$ cat config.mk
export PLATFORM = sky130hd
export DESIGN_NAME = mmta_top
export DESIGN_NICKNAME = d
export VERILOG_FILES = /design/src/mmta_pkg.sv /design/src/mmta_chan.sv /design/src/mmta_sync.sv /design/src/mmta_top.sv
export VERILOG_INCLUDE_DIRS = /design/src
export SDC_FILE = /design/constraint.sdc
export NUM_CORES = 1
export LEC_CHECK = 0
export ABC_AREA = 1
export BUFFER_PORTS_ARGS = -buffer_cell sky130_fd_sc_hd__buf_2
export CAP_MARGIN = 10
export CORE_MARGIN = 5
export CORE_UTILIZATION = 30
export DETAILED_ROUTE_END_ITERATION = 8
export HOLD_SLACK_MARGIN = 0.05
export RECOVER_POWER = 50
export REMOVE_ABC_BUFFERS = 1
export SLEW_MARGIN = 20
export SYNTH_ARGS = -nofsm -noshare
export SYNTH_HDL_FRONTEND = slang
export SYNTH_SLANG_ARGS = --single-unit
export TNS_END_PERCENT = 10
$ cat constraint.sdc
create_clock -name core_clk -period 2.3 [get_ports core_clk]
set_input_delay 0.115 -clock core_clk [delete_from_list [all_inputs] [get_ports core_clk]]
set_output_delay 0.115 -clock core_clk [all_outputs]
set_load 0.005 [all_outputs]
$ cat src/mmta_cfg.svh
// Constants for the five-channel general timer group.
// Assumes a single 100 MHz core clock; included by bare name.
`ifndef MMTA_CFG_SVH
`define MMTA_CFG_SVH
`define MMTA_NUM_TIMERS     5
`define MMTA_CNT_W          16
`define MMTA_MODE_W         2
`define MMTA_MODE_TIMER     2'h0
`define MMTA_MODE_EVENT     2'h1
`define MMTA_MODE_ONESHOT   2'h2
`define MMTA_MODE_PWM       2'h3
`define MMTA_SRC_DIV1       2'h0
`define MMTA_SRC_DIV8       2'h1
`define MMTA_SRC_DIV32      2'h2
`define MMTA_SRC_SUB32      2'h3
`define MMTA_DIV8_TOP       5'h07
`define MMTA_DIV32_TOP      5'h1F
`define MMTA_SUB_DIV_DEF    16'h0BEB
`define MMTA_TWO_PHASE_MIN  2
`define MMTA_RESET_COUNT    16'h0000
`define MMTA_GATE_HIGH      1'h1
`endif

$ cat src/mmta_pkg.sv
// Types shared by the timer group.
// Assumes mmta_cfg.svh is compiled alongside.
`include "mmta_cfg.svh"
package mmta_pkg;
  typedef enum logic [1:0] {
    MMTA_TIMER   = 2'h0,
    MMTA_EVENT   = 2'h1,
    MMTA_ONESHOT = 2'h2,
    MMTA_PWM     = 2'h3
  } mmta_mode_t;

  typedef struct packed {
    mmta_mode_t  mode;
    logic [1:0]  src_sel;
    logic        gate_en;
    logic        pulse_en;
    logic        two_phase;
    logic        count_start;
  } mmta_ctrl_t;

  typedef struct packed {
    logic        wr;
    logic [15:0] data;
  } mmta_wr_t;
endpackage

$ cat src/mmta_chan.sv
// One 16-bit general timer channel.
// Assumes prescale enables and synchronised pins from the parent.
`include "mmta_cfg.svh"
module mmta_chan #(
  parameter int IDX = 0
) (
  input  wire logic                core_clk,
  input  wire logic                rst_n,
  input  wire mmta_pkg::mmta_ctrl_t ctrl,
  input  wire mmta_pkg::mmta_wr_t   wr,
  input  wire logic [3:0]          src_en,
  input  wire logic                gate_level,
  input  wire logic                phase_b,
  input  wire logic                ovf_in,
  output logic [15:0]              count,
  output logic                     irq,
  output logic                     ovf,
  output logic                     pulse_out
);
  logic [15:0] reload;
  logic        gate_d;
  logic        gate_rise;
  logic        tick;
  logic        down;
  logic        running;
  logic        oneshot_done;
  logic        wrap;

  assign gate_rise = gate_level & ~gate_d;
  assign running   = ctrl.count_start && !oneshot_done;

  always_comb begin
    tick = 1'b0;
    down = 1'b1;
    case (ctrl.mode)
      mmta_pkg::MMTA_EVENT: begin
        tick = gate_rise | ovf_in;
        if (ctrl.two_phase && IDX >= `MMTA_TWO_PHASE_MIN) begin
          tick = gate_rise;
          down = phase_b;
        end
      end
      mmta_pkg::MMTA_TIMER,
      mmta_pkg::MMTA_ONESHOT,
      mmta_pkg::MMTA_PWM: begin
        tick = src_en[ctrl.src_sel];
        if (ctrl.gate_en && gate_level != `MMTA_GATE_HIGH) begin
          tick = 1'b0;
        end
      end
      default: tick = 1'b0;
    endcase
    tick = tick & running;
  end

  // Underflow is a decrement from zero, overflow an increment from all ones
  assign wrap = tick && (down ? (count == 16'h0000) : (count == 16'hFFFF));

  always_ff @(posedge core_clk) begin
    if (!rst_n) begin
      gate_d <= 1'b0;
    end else begin
      gate_d <= gate_level;
    end
  end

  always_ff @(posedge core_clk) begin
    if (!rst_n) begin
      reload <= `MMTA_RESET_COUNT;
    end else if (wr.wr) begin
      reload <= wr.data;
    end
  end

  // Counter: a stopped write lands at once; a running write waits for reload
  always_ff @(posedge core_clk) begin
    if (!rst_n) begin
      count <= `MMTA_RESET_COUNT;
    end else if (wr.wr && !running) begin
      count <= wr.data;
    end else if (wrap) begin
      count <= reload;
    end else if (tick) begin
      count <= down ? count - 16'h0001 : count + 16'h0001;
    end
  end

  // One-shot stops at zero; rearmed by clearing the start flag
  always_ff @(posedge core_clk) begin
    if (!rst_n) begin
      oneshot_done <= 1'b0;
    end else if (!ctrl.count_start || ctrl.mode != mmta_pkg::MMTA_ONESHOT) begin
      oneshot_done <= 1'b0;
    end else if (tick && count == 16'h0001) begin
      oneshot_done <= 1'b1;
    end
  end

  always_ff @(posedge core_clk) begin
    if (!rst_n) begin
      irq <= 1'b0;
      ovf <= 1'b0;
    end else begin
      irq <= wrap;
      ovf <= wrap;
    end
  end

  // PWM reuses the toggle; width set by reload value
  always_ff @(posedge core_clk) begin
    if (!rst_n) begin
      pulse_out <= 1'b0;
    end else if (wrap && (ctrl.pulse_en || ctrl.mode == mmta_pkg::MMTA_PWM)) begin
      pulse_out <= ~pulse_out;
    end
  end
endmodule

$ cat src/mmta_sync.sv
// Three-stage pin synchroniser.
// Assumes an asynchronous input; output changes once stages two and three agree.
module mmta_sync (
  input  wire logic core_clk,
  input  wire logic rst_n,
  input  wire logic pin,
  output logic      level
);
  logic s1;
  logic s2;
  logic s3;

  always_ff @(posedge core_clk) begin
    if (!rst_n) begin
      s1 <= 1'b0;
      s2 <= 1'b0;
      s3 <= 1'b0;
    end else begin
      s1 <= pin;
      s2 <= s1;
      s3 <= s2;
    end
  end

  always_ff @(posedge core_clk) begin
    if (!rst_n) begin
      level <= 1'b0;
    end else if (s2 == s3) begin
      level <= s3;
    end
  end
endmodule

$ cat src/mmta_top.sv
// Top of the five-channel general timer group.
// Assumes a 100 MHz core clock and software-side control ports.
`include "mmta_cfg.svh"
module mmta_top #(
  parameter int          NUM     = `MMTA_NUM_TIMERS,
  parameter logic [15:0] SUB_DIV = `MMTA_SUB_DIV_DEF
) (
  input  wire logic                     core_clk,
  input  wire logic                     rst_n,
  input  wire logic [NUM-1:0][1:0]      mode_sel,
  input  wire logic [NUM-1:0][1:0]      src_sel,
  input  wire logic [NUM-1:0]           gate_en,
  input  wire logic [NUM-1:0]           pulse_en,
  input  wire logic [NUM-1:0]           two_phase,
  input  wire logic [NUM-1:0]           count_start,
  input  wire logic [NUM-1:0]           timer_wr,
  input  wire logic [15:0]              timer_wdata,
  output logic [NUM-1:0][15:0]          timer_rdata,
  output logic [NUM-1:0]                timer_irq,
  input  wire logic [NUM-1:0]           timer_gate_input_pin,
  input  wire logic [NUM-1:0]           phase_b_pin,
  input  wire logic [NUM-1:0]           port_in_oe,
  input  wire logic [NUM-1:0]           port_in_out,
  output logic [NUM-1:0]                gate_pin_out,
  output logic [NUM-1:0]                gate_pin_oe,
  input  wire logic [NUM-1:0]           port_out_data,
  output logic [NUM-1:0]                timer_pulse_output_pin,
  output logic [NUM-1:0]                port_in_level
);
  logic [4:0]     pre_cnt;
  logic [15:0]    sub_cnt;
  logic [4:0]     sub_pre;
  logic           prescaled_clock_div_one;
  logic           prescaled_clock_div_eight;
  logic           prescaled_clock_div_thirtytwo;
  logic           subclock_div_thirtytwo;
  logic           sub_tick;
  logic [3:0]     src_en;
  logic [NUM-1:0] gate_lvl;
  logic [NUM-1:0] phb_lvl;
  logic [NUM-1:0] ovf;
  logic [NUM-1:0] pulse;

  // Shared prescaler; one enable per source keeps a single clock
  always_ff @(posedge core_clk) begin
    if (!rst_n) begin
      pre_cnt <= 5'h00;
    end else begin
      pre_cnt <= pre_cnt + 5'h01;
    end
  end

  // Subclock stand-in derived from the core clock
  always_ff @(posedge core_clk) begin
    if (!rst_n) begin
      sub_cnt <= 16'h0000;
    end else if (sub_tick) begin
      sub_cnt <= 16'h0000;
    end else begin
      sub_cnt <= sub_cnt + 16'h0001;
    end
  end

  always_ff @(posedge core_clk) begin
    if (!rst_n) begin
      sub_pre <= 5'h00;
    end else if (sub_tick) begin
      sub_pre <= sub_pre + 5'h01;
    end
  end

  assign sub_tick                      = (sub_cnt == SUB_DIV);
  assign prescaled_clock_div_one       = 1'b1;
  assign prescaled_clock_div_eight     = (pre_cnt[2:0] == 3'(`MMTA_DIV8_TOP));
  assign prescaled_clock_div_thirtytwo = (pre_cnt == `MMTA_DIV32_TOP);
  assign subclock_div_thirtytwo        = sub_tick && (sub_pre == `MMTA_DIV32_TOP);
  assign src_en = {subclock_div_thirtytwo, prescaled_clock_div_thirtytwo,
                   prescaled_clock_div_eight, prescaled_clock_div_one};

  genvar gi;
  generate
    for (gi = 0; gi < NUM; gi++) begin : g_ch
      mmta_pkg::mmta_ctrl_t ctrl;
      mmta_pkg::mmta_wr_t   wr;

      always_comb begin
        ctrl.mode        = mmta_pkg::mmta_mode_t'(mode_sel[gi]);
        ctrl.src_sel     = src_sel[gi];
        ctrl.gate_en     = gate_en[gi] && !port_in_oe[gi];
        ctrl.pulse_en    = pulse_en[gi];
        ctrl.two_phase   = two_phase[gi];
        ctrl.count_start = count_start[gi];
        wr.wr            = timer_wr[gi];
        wr.data          = timer_wdata;
      end

      mmta_sync u_gate (
        .core_clk (core_clk),
        .rst_n    (rst_n),
        .pin      (timer_gate_input_pin[gi]),
        .level    (gate_lvl[gi])
      );

      mmta_sync u_phb (
        .core_clk (core_clk),
        .rst_n    (rst_n),
        .pin      (phase_b_pin[gi]),
        .level    (phb_lvl[gi])
      );

      // Same channel logic; two-phase only from channel 2 up, event mode chained to the previous channel's overflow
      mmta_chan #(
        .IDX (gi)
      ) u_chan (
        .core_clk   (core_clk),
        .rst_n      (rst_n),
        .ctrl       (ctrl),
        .wr         (wr),
        .src_en     (src_en),
        .gate_level (gate_lvl[gi]),
        .phase_b    (phb_lvl[gi]),
        .ovf_in     (ovf[(gi + NUM - 1) % NUM]),
        .count      (timer_rdata[gi]),
        .irq        (timer_irq[gi]),
        .ovf        (ovf[gi]),
        .pulse_out  (pulse[gi])
      );
    end
  endgenerate

  // Pin muxing: port function unless gate or pulse chosen
  always_ff @(posedge core_clk) begin
    if (!rst_n) begin
      gate_pin_out <= '0;
      gate_pin_oe  <= '0;
    end else begin
      gate_pin_out <= port_in_out;
      gate_pin_oe  <= port_in_oe & ~gate_en;
    end
  end

  always_ff @(posedge core_clk) begin
    if (!rst_n) begin
      port_in_level <= '0;
    end else begin
      port_in_level <= gate_lvl;
    end
  end

  always_ff @(posedge core_clk) begin
    if (!rst_n) begin
      timer_pulse_output_pin <= '0;
    end else begin
      for (int i = 0; i < NUM; i++) begin
        timer_pulse_output_pin[i] <= pulse_en[i] ? pulse[i] : port_out_data[i];
      end
    end
  end
endmodule

==> out/metrics.cfg, run 1 <==
[routing]
met1Wirelength_um = 21220
num_vias = 14847
wl_per_cell_um = 15.80
top_layer_used = met5
first_iter_violations = 1056
drt-vias-per-instance = 4.811
routed_wirelength_um = 48760
drtAntennaViolNets = 0
met3_length_um = 2727
wl_met2_um = 23490
firstDrtPassIters = 6
drc = 0

[floorplanning]
dieWidth_um = 227.0
initial_core_util_pct = 30.33
pin_count = 193
dieArea_mm2 = 0.05151
core_region_area_mm2 = 0.04656
rows = 79
die_y_um = 227.0

[pwr]
seqPwrFrac_pct = 37.2
power.density_mw_per_mm2 = 739.7
peakVddDrop_uv = 552.8
p_int_mw = 9.065
p_sw_mw = 4.166
swShare_pct = 31.49
p_leak_nw = 8.477
p_comb_share_pct = 24.0
finalPower_mw = 13.23
clkPwrFrac_pct = 38.8

[clock_network]
root_buffer = clkbuf_16
clock_sinks = 253
clk_pin_slew_ns = 0.06
h-tree-depth = 1
clockBufferDepth = 3
cts_setup_buffers = 0
clk_latency_ns = 0.56
numCtsBuffers = 29
tritoncts = built

[logic_synthesis]
ys_seq_area_share_pct = 35.86
yosys_warnings = 0
ys_ff_latch = 253
synth_top_area_share_pct = 35.86
yosysTopAreaCell = dfxtp_1
synth_cell_types = 51
synth_cells = 2178
avgSynthCellArea_um2 = 6.484
synth.area.top_cells = dfxtp_1 (36%), nand2_1 (12%), nor2_1 (8.7%)
synth_area_mm2 = 0.01412

[layout]
nFillCells = 4911
top_regs = g_ch.u_chan.count: 80 flops, g_ch.u_chan.reload: 80 flops, sub_cnt: 16 flops
syn_to_final_growth_pct = 26.67
utilization_pct = 38.42
final_layout_size_suffix_gt1_share_pct = 14.61
layout.nets = 2567

[worst_setup_path]
endpoint_kind = flop
cp.arrival_ns = 2.63
cp.required_ns = 2.77
crit_end = g_ch[2].u_chan.count[1]
critPathLaunch = g_ch[2].u_chan.count[2]
critPathMaxFanout = 6
worstSetupPathType = reg2reg
r2r_start = g_ch[2].u_chan.count[2]
worstRegToRegCells = 10
worst_setup_path_start_kind = flop
worst_r2r_endpoint = g_ch[2].u_chan.count[1]
reg2reg_slack_ns = 0.14

[timing]
setup_viol = 0
tightest_slew_ns = 0.8693
fin_crit_ns = 2.160
fin_crit_sh_pct = 93.93
maxSlewViolCount = 0
hold_viol = 0
setup_ws_ns = 0.1397
tns_ns = 0
fin_skew_ns = 0.01626
clock.fmax_ghz = 0.4629
maxSlewHeadroom_pct = 42.04
rsz0062_at_grt = yes

[grt]
first_global_vias = 14104
antenna_found_initial = 5
grt_pass1_wl_um = 76110
grt_max_degree = 133
track_usage_pct = 18.12
overflow = 0

[min_path]
hold_depth = 5
hold_class = in2reg
hp-start = timer_wdata[15]

[place]
hpwlAfterDp_um = 35160
pre_cts_ws_ns = -0.04689
port_buffers = 188
gp_congestion = 0.9175

[status]
status = finished clean

[flow_run]
drv_cap = 0

## Yosys cell counts (all sizes together)
cell and number:
o21a 1, o2111ai 4, nand2 485, inv 273, a21boi 7, mux2i 1
a21o 1, o21bai 6, clkinv 5, o311ai 4, nand4 57, or2 3
nor4 7, buf 36, nand3 177, o22ai 1, xnor2 17, clkbuf 66
nor3 45, dfxtp 253, o32ai 1, a21oi 139, o211ai 3, nor3b 3
o31ai 10, a31oi 4, a41oi 1, xor2 60, ha 22, o21ai 141
nand3b 1, nor2 343, a211oi 1
## critical path, stage by stage (launching register included)
cell and delay, ns:
dfxtp_1 0.49, nand2_1 0.13, nor3_1 0.27, nand3_1 0.14, o21ai_1 0.25, nand2_1 0.08, nor2_1 0.25, inv_1 0.09
a21oi_1 0.15, nand2_1 0.07, a21oi_1 0.16
## worst min-delay path by stage
stage	end	slack, ns
after floorplan	gate_pin_oe[1]	0.19
after global placement	g_ch[2].u_gate.s1	0.30
after detailed placement	gate_pin_out[0]	0.30
after CTS	g_ch[4].u_chan.count[15]	0.05
after global routing	g_ch[1].u_chan.count[15]	0.09
final	g_ch[2].u_chan.count[15]	0.07
## area by class of cell
type / instances / area [um^2] / share of cell area [%]
diodes: 1 / 2.502 / 0.01399
clock buffers: 38 / 829.5 / 4.637
clock inverters: 14 / 236.5 / 1.322
inverters: 278 / 1049 / 5.861
multi-input cells: 1545 / 7622 / 42.61
flip-flops and latches: 253 / 5069 / 28.33
well taps: 607 / 759.5 / 4.246
repair buffers: 350 / 2321 / 12.97
## per-stage QoR
step / instance area, um^2 / std cells / hold slack, ns
floorplan: 13650 / 2076 / 0.1935
global placement: 16080 / 2962 / 0.2955
detailed placement: 16080 / 2962 / 0.2987
CTS: 17860 / 3085 / 0.05119
global route: 17890 / 3086 / 0.09164
finish: 17890 / 3086 / 0.07092
## cell usage in the layout, fill, tap and decap left out, types with 7 or more instances in the layout
cell	count
xor2_1	60
a21oi_1	135
ha_1	18
nor2_2	14
nand4_1	56
inv_2	7
dfxtp_1	250
o31ai_1	10
nand2_4	7
nand2_1	462
nand3_1	174
nor4_1	7
o21ai_0	133
clkbuf_16	29
nor3_1	44
nor2_1	325
inv_1	264
buf_2	152
clkbuf_1	42
dlygate4sd3_1	71
buf_4	82
clkbuf_8	7
nand2_2	16
xnor2_1	17
## routing by layer
layer	track usage, %	vias up
li1	-	7538
met5	0	-
met3	2.772	82
met2	31.85	386
met1	23.02	6837
met4	5.498	4
## power by group through the flow
stage / combinational, mW / sequential [mW] / clock (mW)
5_1_grt: 3.56 / 4.96 / 5.44
4_1_cts: 3.16 / 4.92 / 5.27
3_3_place_gp: 3.02 / 5.01 / 0
2_1_floorplan: 1.88 / 4.98 / 0
6_report: 3.17 / 4.92 / 5.14
3_5_place_dp: 3.04 / 5.01 / 0
## logic make-up (layout without fill, tap and decap cells)
group                    after synthesis  count (layout)  share of synthesized area (%)
multiplexers                           1               1                        0.07088
AND/OR/NAND/NOR                     1121            1121                          34.03
flip-flops                           253             253                          35.86
other                                  0               1                              0
AO/OA/AOI/OAI                        324             324                          12.55
buffers and inverters                380             680                          10.76
adder cells (fa/ha/maj)               22              22                          1.949
XOR/XNOR                              77              77                          4.775
## timing repair
action                                  in CTS  in global routing
pin swaps                                    0                  4
endpoints found under the setup margin       1                 79
hold buffers                                71                  0
gates resized for setup                      1                 33
hold endpoints to repair                    99                  0
Power figures use the tool's default switching activity.
==> run 2, diff against run 1 <==
==> constraint.sdc (replaced) <==
create_clock -name core_clk -period 2.3 [get_ports core_clk]
set_input_delay 0.115 -clock core_clk [delete_from_list [all_inputs] [get_ports core_clk]]
set_output_delay 0.115 -clock core_clk [all_outputs]
set_load 0.1 [all_outputs]
==> out/metrics.cfg, run 2 (synthesis gave the netlist of run 1 again) <==
[floorplanning]
initial_core_util_pct = 30.33  ; unchanged
core_region_area_mm2 = 0.04656  ; unchanged
pin_count = 193  ; unchanged
dieArea_mm2 = 0.05151  ; unchanged
rows = 79  ; unchanged
dieWidth_um = 227.0  ; unchanged
die_y_um = 227.0  ; unchanged

[layout]
layout.nets = 2572  ; +0.19%
mostFrequentLayoutCell = nand2_1
top_regs = g_ch.u_chan.count: 80 flops, g_ch.u_chan.reload: 80 flops, sub_cnt: 16 flops
final_layout_size_suffix_gt1_share_pct = 16.67  ; +2.1 points
syn_to_final_growth_pct = 27.71
instances_no_fill = 3092  ; +0.19%
final_cell_mix = nand2_1 (462), nor2_1 (324), inv_1 (264)

[timing]
maxSlewHeadroom_pct = 51.80  ; +9.8 points
fin_skew_ns = 0.01271  ; -0.003542 ns
clock.fmax_ghz = 0.4605  ; -0.51%
tightest_slew_ns = 0.7230  ; -0.1463 ns
fin_crit_ns = 2.171  ; +0.01105 ns
hold_viol = 0  ; unchanged
setup_ws_ns = 0.1286  ; -0.01105 ns
fin_crit_sh_pct = 94.41  ; +0.48 points
rsz0062_at_grt = yes
maxSlewViolCount = 0  ; unchanged
tns_ns = 0  ; unchanged
setup_viol = 0  ; unchanged

[clock_network]
tritoncts = built
clockBufferDepth = 3  ; unchanged
clk_pin_slew_ns = 0.06  ; about the same
root_buffer = clkbuf_16
h-tree-depth = 1  ; unchanged
clk_latency_ns = 0.55  ; about the same
clock_sinks = 253  ; unchanged
numCtsBuffers = 30  ; +3.4%

[place]
dp.cells = 2961  ; -0.034%
gp_congestion = 0.9178  ; about the same
pre_cts_ws_ns = -0.02595  ; +0.02095 ns
port_buffers = 188  ; unchanged
hpwlAfterDp_um = 35340  ; +0.53%

[pwr]
p_leak_nw = 8.666  ; +2.2%
finalPower_mw = 14.24  ; +7.6%
peakVddDrop_uv = 532.8  ; -3.6%
power.density_mw_per_mm2 = 789.7  ; +6.8%

[routing]
first_iter_violations = 913  ; -14%
firstDrtPassIters = 6  ; unchanged
drtAntennaViolNets = 0  ; unchanged
num_vias = 14949  ; +0.69%
wl_per_cell_um = 15.84  ; +0.28%
drt-vias-per-instance = 4.835  ; +0.49%
drc = 0  ; unchanged
routed_wirelength_um = 48990  ; +0.47%

[grt]
overflow = 0  ; unchanged
grt_max_degree = 133  ; unchanged
grt_pass1_wl_um = 76710  ; +0.80%
antenna_found_initial = 3  ; -2
track_usage_pct = 18.23  ; +0.11 points
first_global_vias = 14242  ; +0.98%

[worst_setup_path]
cp.arrival_ns = 2.67  ; +0.04 ns
cp.required_ns = 2.80  ; +0.03 ns
critPathMaxFanout = 8  ; +2
worst_r2r_endpoint = g_ch[0].u_chan.count[14]
path_delay_family = simple AND/OR/NAND/NOR gates
crit_chain = ha_2 > nand2_1 > nor2_2 > nand2_2 > nor2_4 > buf_6 > nand3_1 > nand2_1 > nand2_2 > nand2_4 > nand2_8 > nor2_4 > nand3_1 > nand3_1 > nand2_1 > inv_1
endpoint_kind = flop
worstSetupPathType = reg2reg
slowest_delay_ns = 0.34  ; -0.15 ns
reg2reg_slack_ns = 0.13  ; about the same
crit_buf_inv = 2  ; +1
r2r_start = sub_cnt[1]
worstRegToRegCells = 16  ; +6
slowest_stage = dfxtp_1
worst_setup_path_start_kind = flop

[min_path]
hold_depth = 3  ; -2
hp-start = timer_wdata[1]
hold_class = in2reg
worstHoldEndpoint = g_ch[0].u_chan.reload[1]

[flow_run]
drv_cap = 0  ; unchanged

[status]
status = finished clean

==> run 2: cell count changes in the layout (fill, tap and decap cells not counted), sizes merged <==
cell	previous run	this run
dlygate4sd3	71	74
clkinvlp	5	1
clkbuf	78	38
clkinv	8	15
bufinv	6	5
buf	239	280
==> run 2: metal layers <==
metal	up-vias	GRT usage (%)	wire length, um
met5	-	0	19
met4	4	5.343	1292
met1	6934	23.05	21240
met3	82	2.772	2660
li1	7546	-	-
met2	383	32.29	23780
==> run 2: repair_timing <==
action | CTS | global route
endpoints found under the setup margin | 1 | 84
hold buffers | 74 | 0
pin swaps | 0 | 4
setup buffers | 0 | 2
hold endpoints to repair | 101 | 0
cloned | 0 | 0
resized for setup | 1 | 44
==> run 2: area by class of cell <==
type / count / area (um^2)
Antenna cell: 1 / 2.502
Clock buffer: 38 / 842.1
Clock inverter: 16 / 211.5
Fill cell: 4923 / 28520
Inverter: 278 / 1049
Multi-Input combinational cell: 1545 / 7674
Sequential cell: 253 / 5070
Tap cell: 607 / 759.5
Timing Repair Buffer: 354 / 2429
==> run 2: how the worst max path moves through the flow <==
stage / depth (start not counted) / from / end / slack, ns
2_1_floorplan: 12 / g_ch[4].u_chan.count[0] / g_ch[4].u_chan.count[10] / -0.69
3_3_place_gp: 11 / pre_cnt[0] / g_ch[0].u_chan.count[1] / 0.03
3_5_place_dp: 11 / pre_cnt[0] / g_ch[0].u_chan.count[5] / -0.03
4_1_cts: 15 / pre_cnt[0] / g_ch[4].u_chan.count[12] / 0.009
5_1_grt: 16 / sub_cnt[0] / g_ch[0].u_chan.count[14] / -0.04
6_report: 16 / sub_cnt[1] / g_ch[0].u_chan.count[14] / 0.13
==> run 2: worst register-to-register path: cells and delay by family (launching register included) <==
family / cells / cell delay, ns
adder cells (fa/ha/maj): 1 / 0.18
buffers and inverters: 2 / 0.20
flip-flops: 1 / 0.34
AND/OR/NAND/NOR: 13 / 1.41
==> run 2: per-stage QoR <==
step	utilization [%]	hold slack [ns]	area [um^2]
2_1_floorplan	-	0.1935	13650
3_3_place_gp	34.53	0.2955	16080
3_5_place_dp	34.53	0.3006	16080
4_1_cts	38.39	0.05088	17870
5_1_grt	38.74	0.05668	18030
6_report	38.74	0.07394	18040
==> run 2: where the power goes <==
group	switching, mW	internal, mW	total [mW]
clock network	1.90	3.13	5.04
logic	3.05	1.23	4.28
registers	0.267	4.66	4.93
==> run 3, diff against run 2 <==
--- a/config.mk
+++ b/config.mk
@@ -6,7 +6,6 @@
 export SDC_FILE = /design/constraint.sdc
 export NUM_CORES = 1
 export LEC_CHECK = 0
-export ABC_AREA = 1
 export BUFFER_PORTS_ARGS = -buffer_cell sky130_fd_sc_hd__buf_2
 export CAP_MARGIN = 10
 export CORE_MARGIN = 5
==> out/metrics.cfg, run 3 <==
[status]
status = finished, violations left
violations = setup timing

[grt]
overflow = 0  ; unchanged
globalRouteMet3Util_pct = 3.265  ; +0.49 points
first_global_vias = 12516  ; -12%
grt_util_met1_pct = 24.09  ; +1.0 points
top_usage_layer = met2
track_usage_pct = 18.40  ; +0.17 points
grt_max_degree = 64  ; -52%
antenna_found_initial = 0  ; -3
grt_use_met2_pct = 31.22  ; -1.1 points
grt_pass1_wl_um = 70340  ; -8.3%

[routing]
drtAntennaViolNets = 0  ; unchanged
first_iter_violations = 997  ; +9.2%
wl_per_cell_um = 18.58  ; +17%
drt-vias-per-instance = 5.172  ; +7.0%
num_vias = 12821  ; -14%
firstDrtPassIters = 7  ; +1
routed_wirelength_um = 46060  ; -6.0%
drc = 0  ; unchanged

[pwr]
p_comb_share_pct = 29.2  ; -0.8 points
p_sw_mw = 4.687  ; -10%
seqPwrFrac_pct = 35.8  ; +1.2 points
p_leak_nw = 7.494  ; -14%
power.density_mw_per_mm2 = 762.9  ; -3.4%
clkPwrFrac_pct = 34.9  ; -0.5 points
swShare_pct = 34.88  ; -1.8 points
peakVddDrop_uv = 381.4  ; -28%
p_int_mw = 8.751  ; -3.0%

[min_path]
hold_class = in2reg
hold_depth = 5  ; +2
worstHoldEndpoint = g_ch[2].u_chan.pulse_out
hp-start = pulse_en[2]

[timing]
fin_skew_ns = 0.01331  ; +0.0005924 ns
worst_hold_slack_ns = 0.1351  ; +0.06120 ns
rsz0062_at_grt = yes
maxSlewViolCount = 0  ; unchanged
clock.fmax_ghz = 0.4005  ; -13%
maxSlewHeadroom_pct = 37.94  ; -14 points
fin_crit_sh_pct = 108.6  ; +14 points
setup_ws_ns = -0.1970  ; -0.3256 ns
tightest_slew_ns = 0.9309  ; +0.2078 ns
setup_viol = 58  ; +58
fin_crit_ns = 2.497  ; +0.3256 ns
hold_viol = 0  ; unchanged
tns_ns = -3.845  ; -3.845 ns

[floorplanning]
pin_count = 193  ; unchanged
initial_core_util_pct = 30.45  ; +0.11 points
dieWidth_um = 216.6  ; -4.6%
core_region_area_mm2 = 0.04204  ; -9.7%
die_y_um = 216.6  ; -4.6%
dieArea_mm2 = 0.04690  ; -9.0%
rows = 75  ; -5.1%

[logic_synthesis]
synth_top_family_by_area = simple AND/OR/NAND/NOR gates
synthMostInstantiatedCell = dfxtp_1
synth.area.top_cells = dfxtp_1 (40%), mux2i_1 (7.6%), nor2_1 (4.9%)
synthFlopType = dfxtp_1
yosys_warnings = 0  ; unchanged
yosysTopAreaCell = dfxtp_1
ys_seq_area_share_pct = 39.57  ; +3.7 points
yosys.area_share.simple_pct = 23.86  ; -10 points
ys_ff_latch = 253  ; unchanged
synthMuxAreaShare_pct = 7.674  ; +7.6 points
synth_compound_area_share_pct = 17.47  ; +4.9 points
synthAdderAreaFrac_pct = 2.151  ; +0.20 points
synth_cell_types = 76  ; +49%
synth_area_mm2 = 0.01280  ; -9.4%
avgSynthCellArea_um2 = 8.263  ; +27%
synth_edf_count = 0  ; unchanged
synth_top_area_share_pct = 39.57  ; +3.7 points
synth_cells = 1549  ; -29%
synth_xor_area_share_pct = 4.311  ; -0.46 points
synthTopCellsByCount = dfxtp_1 (253), nor2_1 (168), nand2_1 (146)
async_flop_share_pct = 0  ; unchanged

[worst_setup_path]
worst_setup_path_start_kind = flop
crit_chain = or4b_4 > nor4_4 > buf_6 > a21oi_4 > o41ai_4 > buf_4 > nand2_2 > or4_4 > a21oi_2
r2r_start = sub_cnt[2]
cp.required_ns = 2.81  ; about the same
reg2reg_slack_ns = -0.20  ; -0.33 ns
endpoint_kind = flop
worstRegToRegCells = 9  ; -7
slowest_stage = or4b_4
critPathLaunch = sub_cnt[2]
worst_r2r_endpoint = g_ch[0].u_chan.pulse_out
critPathMaxFanout = 4  ; -4
slowest_delay_ns = 0.57  ; +0.23 ns
cp.arrival_ns = 3.01  ; +0.34 ns
worstSetupPathType = reg2reg

[clock_network]
clk_pin_slew_ns = 0.06  ; about the same
h-tree-depth = 1  ; unchanged
tritoncts = built
clockBufferDepth = 3  ; unchanged
root_buffer = clkbuf_16
numCtsBuffers = 30  ; unchanged
clk_latency_ns = 0.57  ; +0.02 ns
clock_sinks = 253  ; unchanged

[flow_run]
drv_cap = 0  ; unchanged

[place]
dp.cells = 2340  ; -21%
pre_cts_ws_ns = -0.3375  ; -0.3115 ns
gp_congestion = 0.8935  ; -2.6%
hpwlAfterDp_um = 32190  ; -8.9%
port_buffers = 188  ; unchanged

[layout]
nFillCells = 4163  ; -15%
diodes = 0  ; -1
top_regs = g_ch.u_chan.count: 80 flops, g_ch.u_chan.reload: 80 flops, sub_cnt: 16 flops
final_layout_size_suffix_gt1_share_pct = 27.01  ; +10 points
layout.nets = 2026  ; -21%
mostFrequentLayoutCell = dfxtp_1
final_cell_mix = dfxtp_1 (249), buf_2 (188), buf_4 (172)
syn_to_final_growth_pct = 37.61
instances_no_fill = 2479  ; -20%

-- run 3: cell types whose count changed in the layout (fill, tap and decap cells not counted), moves of 42 or more --
cell	delta
mux2i_1	+96
inv_1	-241
nand3_1	-125
and2_1	+42
a22oi_1	+46
o21ai_0	-67
nand2_1	-318
buf_4	+84
nor2_1	-164
-- run 3: worst max path at each step --
stage,slack (ns),endpoint
after floorplan,-2.42,g_ch[2].u_chan.count[13]
final,-0.20,g_ch[0].u_chan.pulse_out
after global routing,-0.32,g_ch[2].u_chan.count[12]
after detailed placement,-0.34,g_ch[4].u_chan.pulse_out
after global placement,-0.28,g_ch[0].u_chan.pulse_out
after CTS,-0.26,g_ch[0].u_chan.pulse_out
-- run 3: worst max-delay path, delay by kind of cell (launching register included) --
| kind | cells | cell delay, ns |
|---|---|---|
| buf+inv | 2 | 0.36 |
| simple gates | 4 | 1.38 |
| flops | 1 | 0.32 |
| compound gates | 3 | 0.39 |
-- run 3: final cells by class --
class / instances / area [um^2] / share of cell area, %
clock buffers: 46 / 920.9 / 5.228
well taps: 539 / 674.4 / 3.829
inverters: 26 / 102.6 / 0.5825
repair buffers: 462 / 3319 / 18.84
clock inverters: 10 / 67.56 / 0.3836
multi-input cells: 1143 / 7460 / 42.35
flip-flops and latches: 253 / 5070 / 28.78
-- run 3: routing by layer --
layer	routed length [um]	part of all wire (%)
met1	20100	44
met2	22000	48
met3	2612	5.7
met4	1345	2.9
met5	0	0
-- run 3: what timing repair did --
action / in CTS / in global routing
setup endpoints to repair: 93 / 95
pin swaps: 12 / 39
buffers inserted: 6 / 5
hold endpoints to repair: 101 / 0
gates resized for setup: 44 / 70
gates cloned: 1 / 1
hold buffers: 71 / 0
-- run 3: per-stage QoR --
stage / total power, mW / util (%) / cell area [um^2]
6_report: 13.44 / 41.90 / 17610
5_1_grt: 14.07 / 41.90 / 17610
4_1_cts: 13.49 / 41.20 / 17320
3_5_place_dp: 8.577 / 36.65 / 15410
3_3_place_gp: 8.543 / 36.65 / 15410
2_1_floorplan: 7.305 / - / 12260
-- run 3: power by group through the flow --
stage	logic, mW	registers, mW	clock network (mW)
after CTS	3.83	4.81	4.85
after detailed placement	3.67	4.90	0
after global placement	3.65	4.90	0
after global routing	4.21	4.84	5.02
after floorplan	1.47	5.84	0
final	3.93	4.82	4.70
-- run 3: kinds of logic (layout without fill, tap and decap cells) --
group,Yosys count,count (layout)
and+or+nand+nor,610,610
AOI/OAI and AO/OA,350,350
DFF,253,253
buffers and inverters,153,544
muxes,98,98
xor gates and xnor gates,63,63
adders and majority gates,22,22
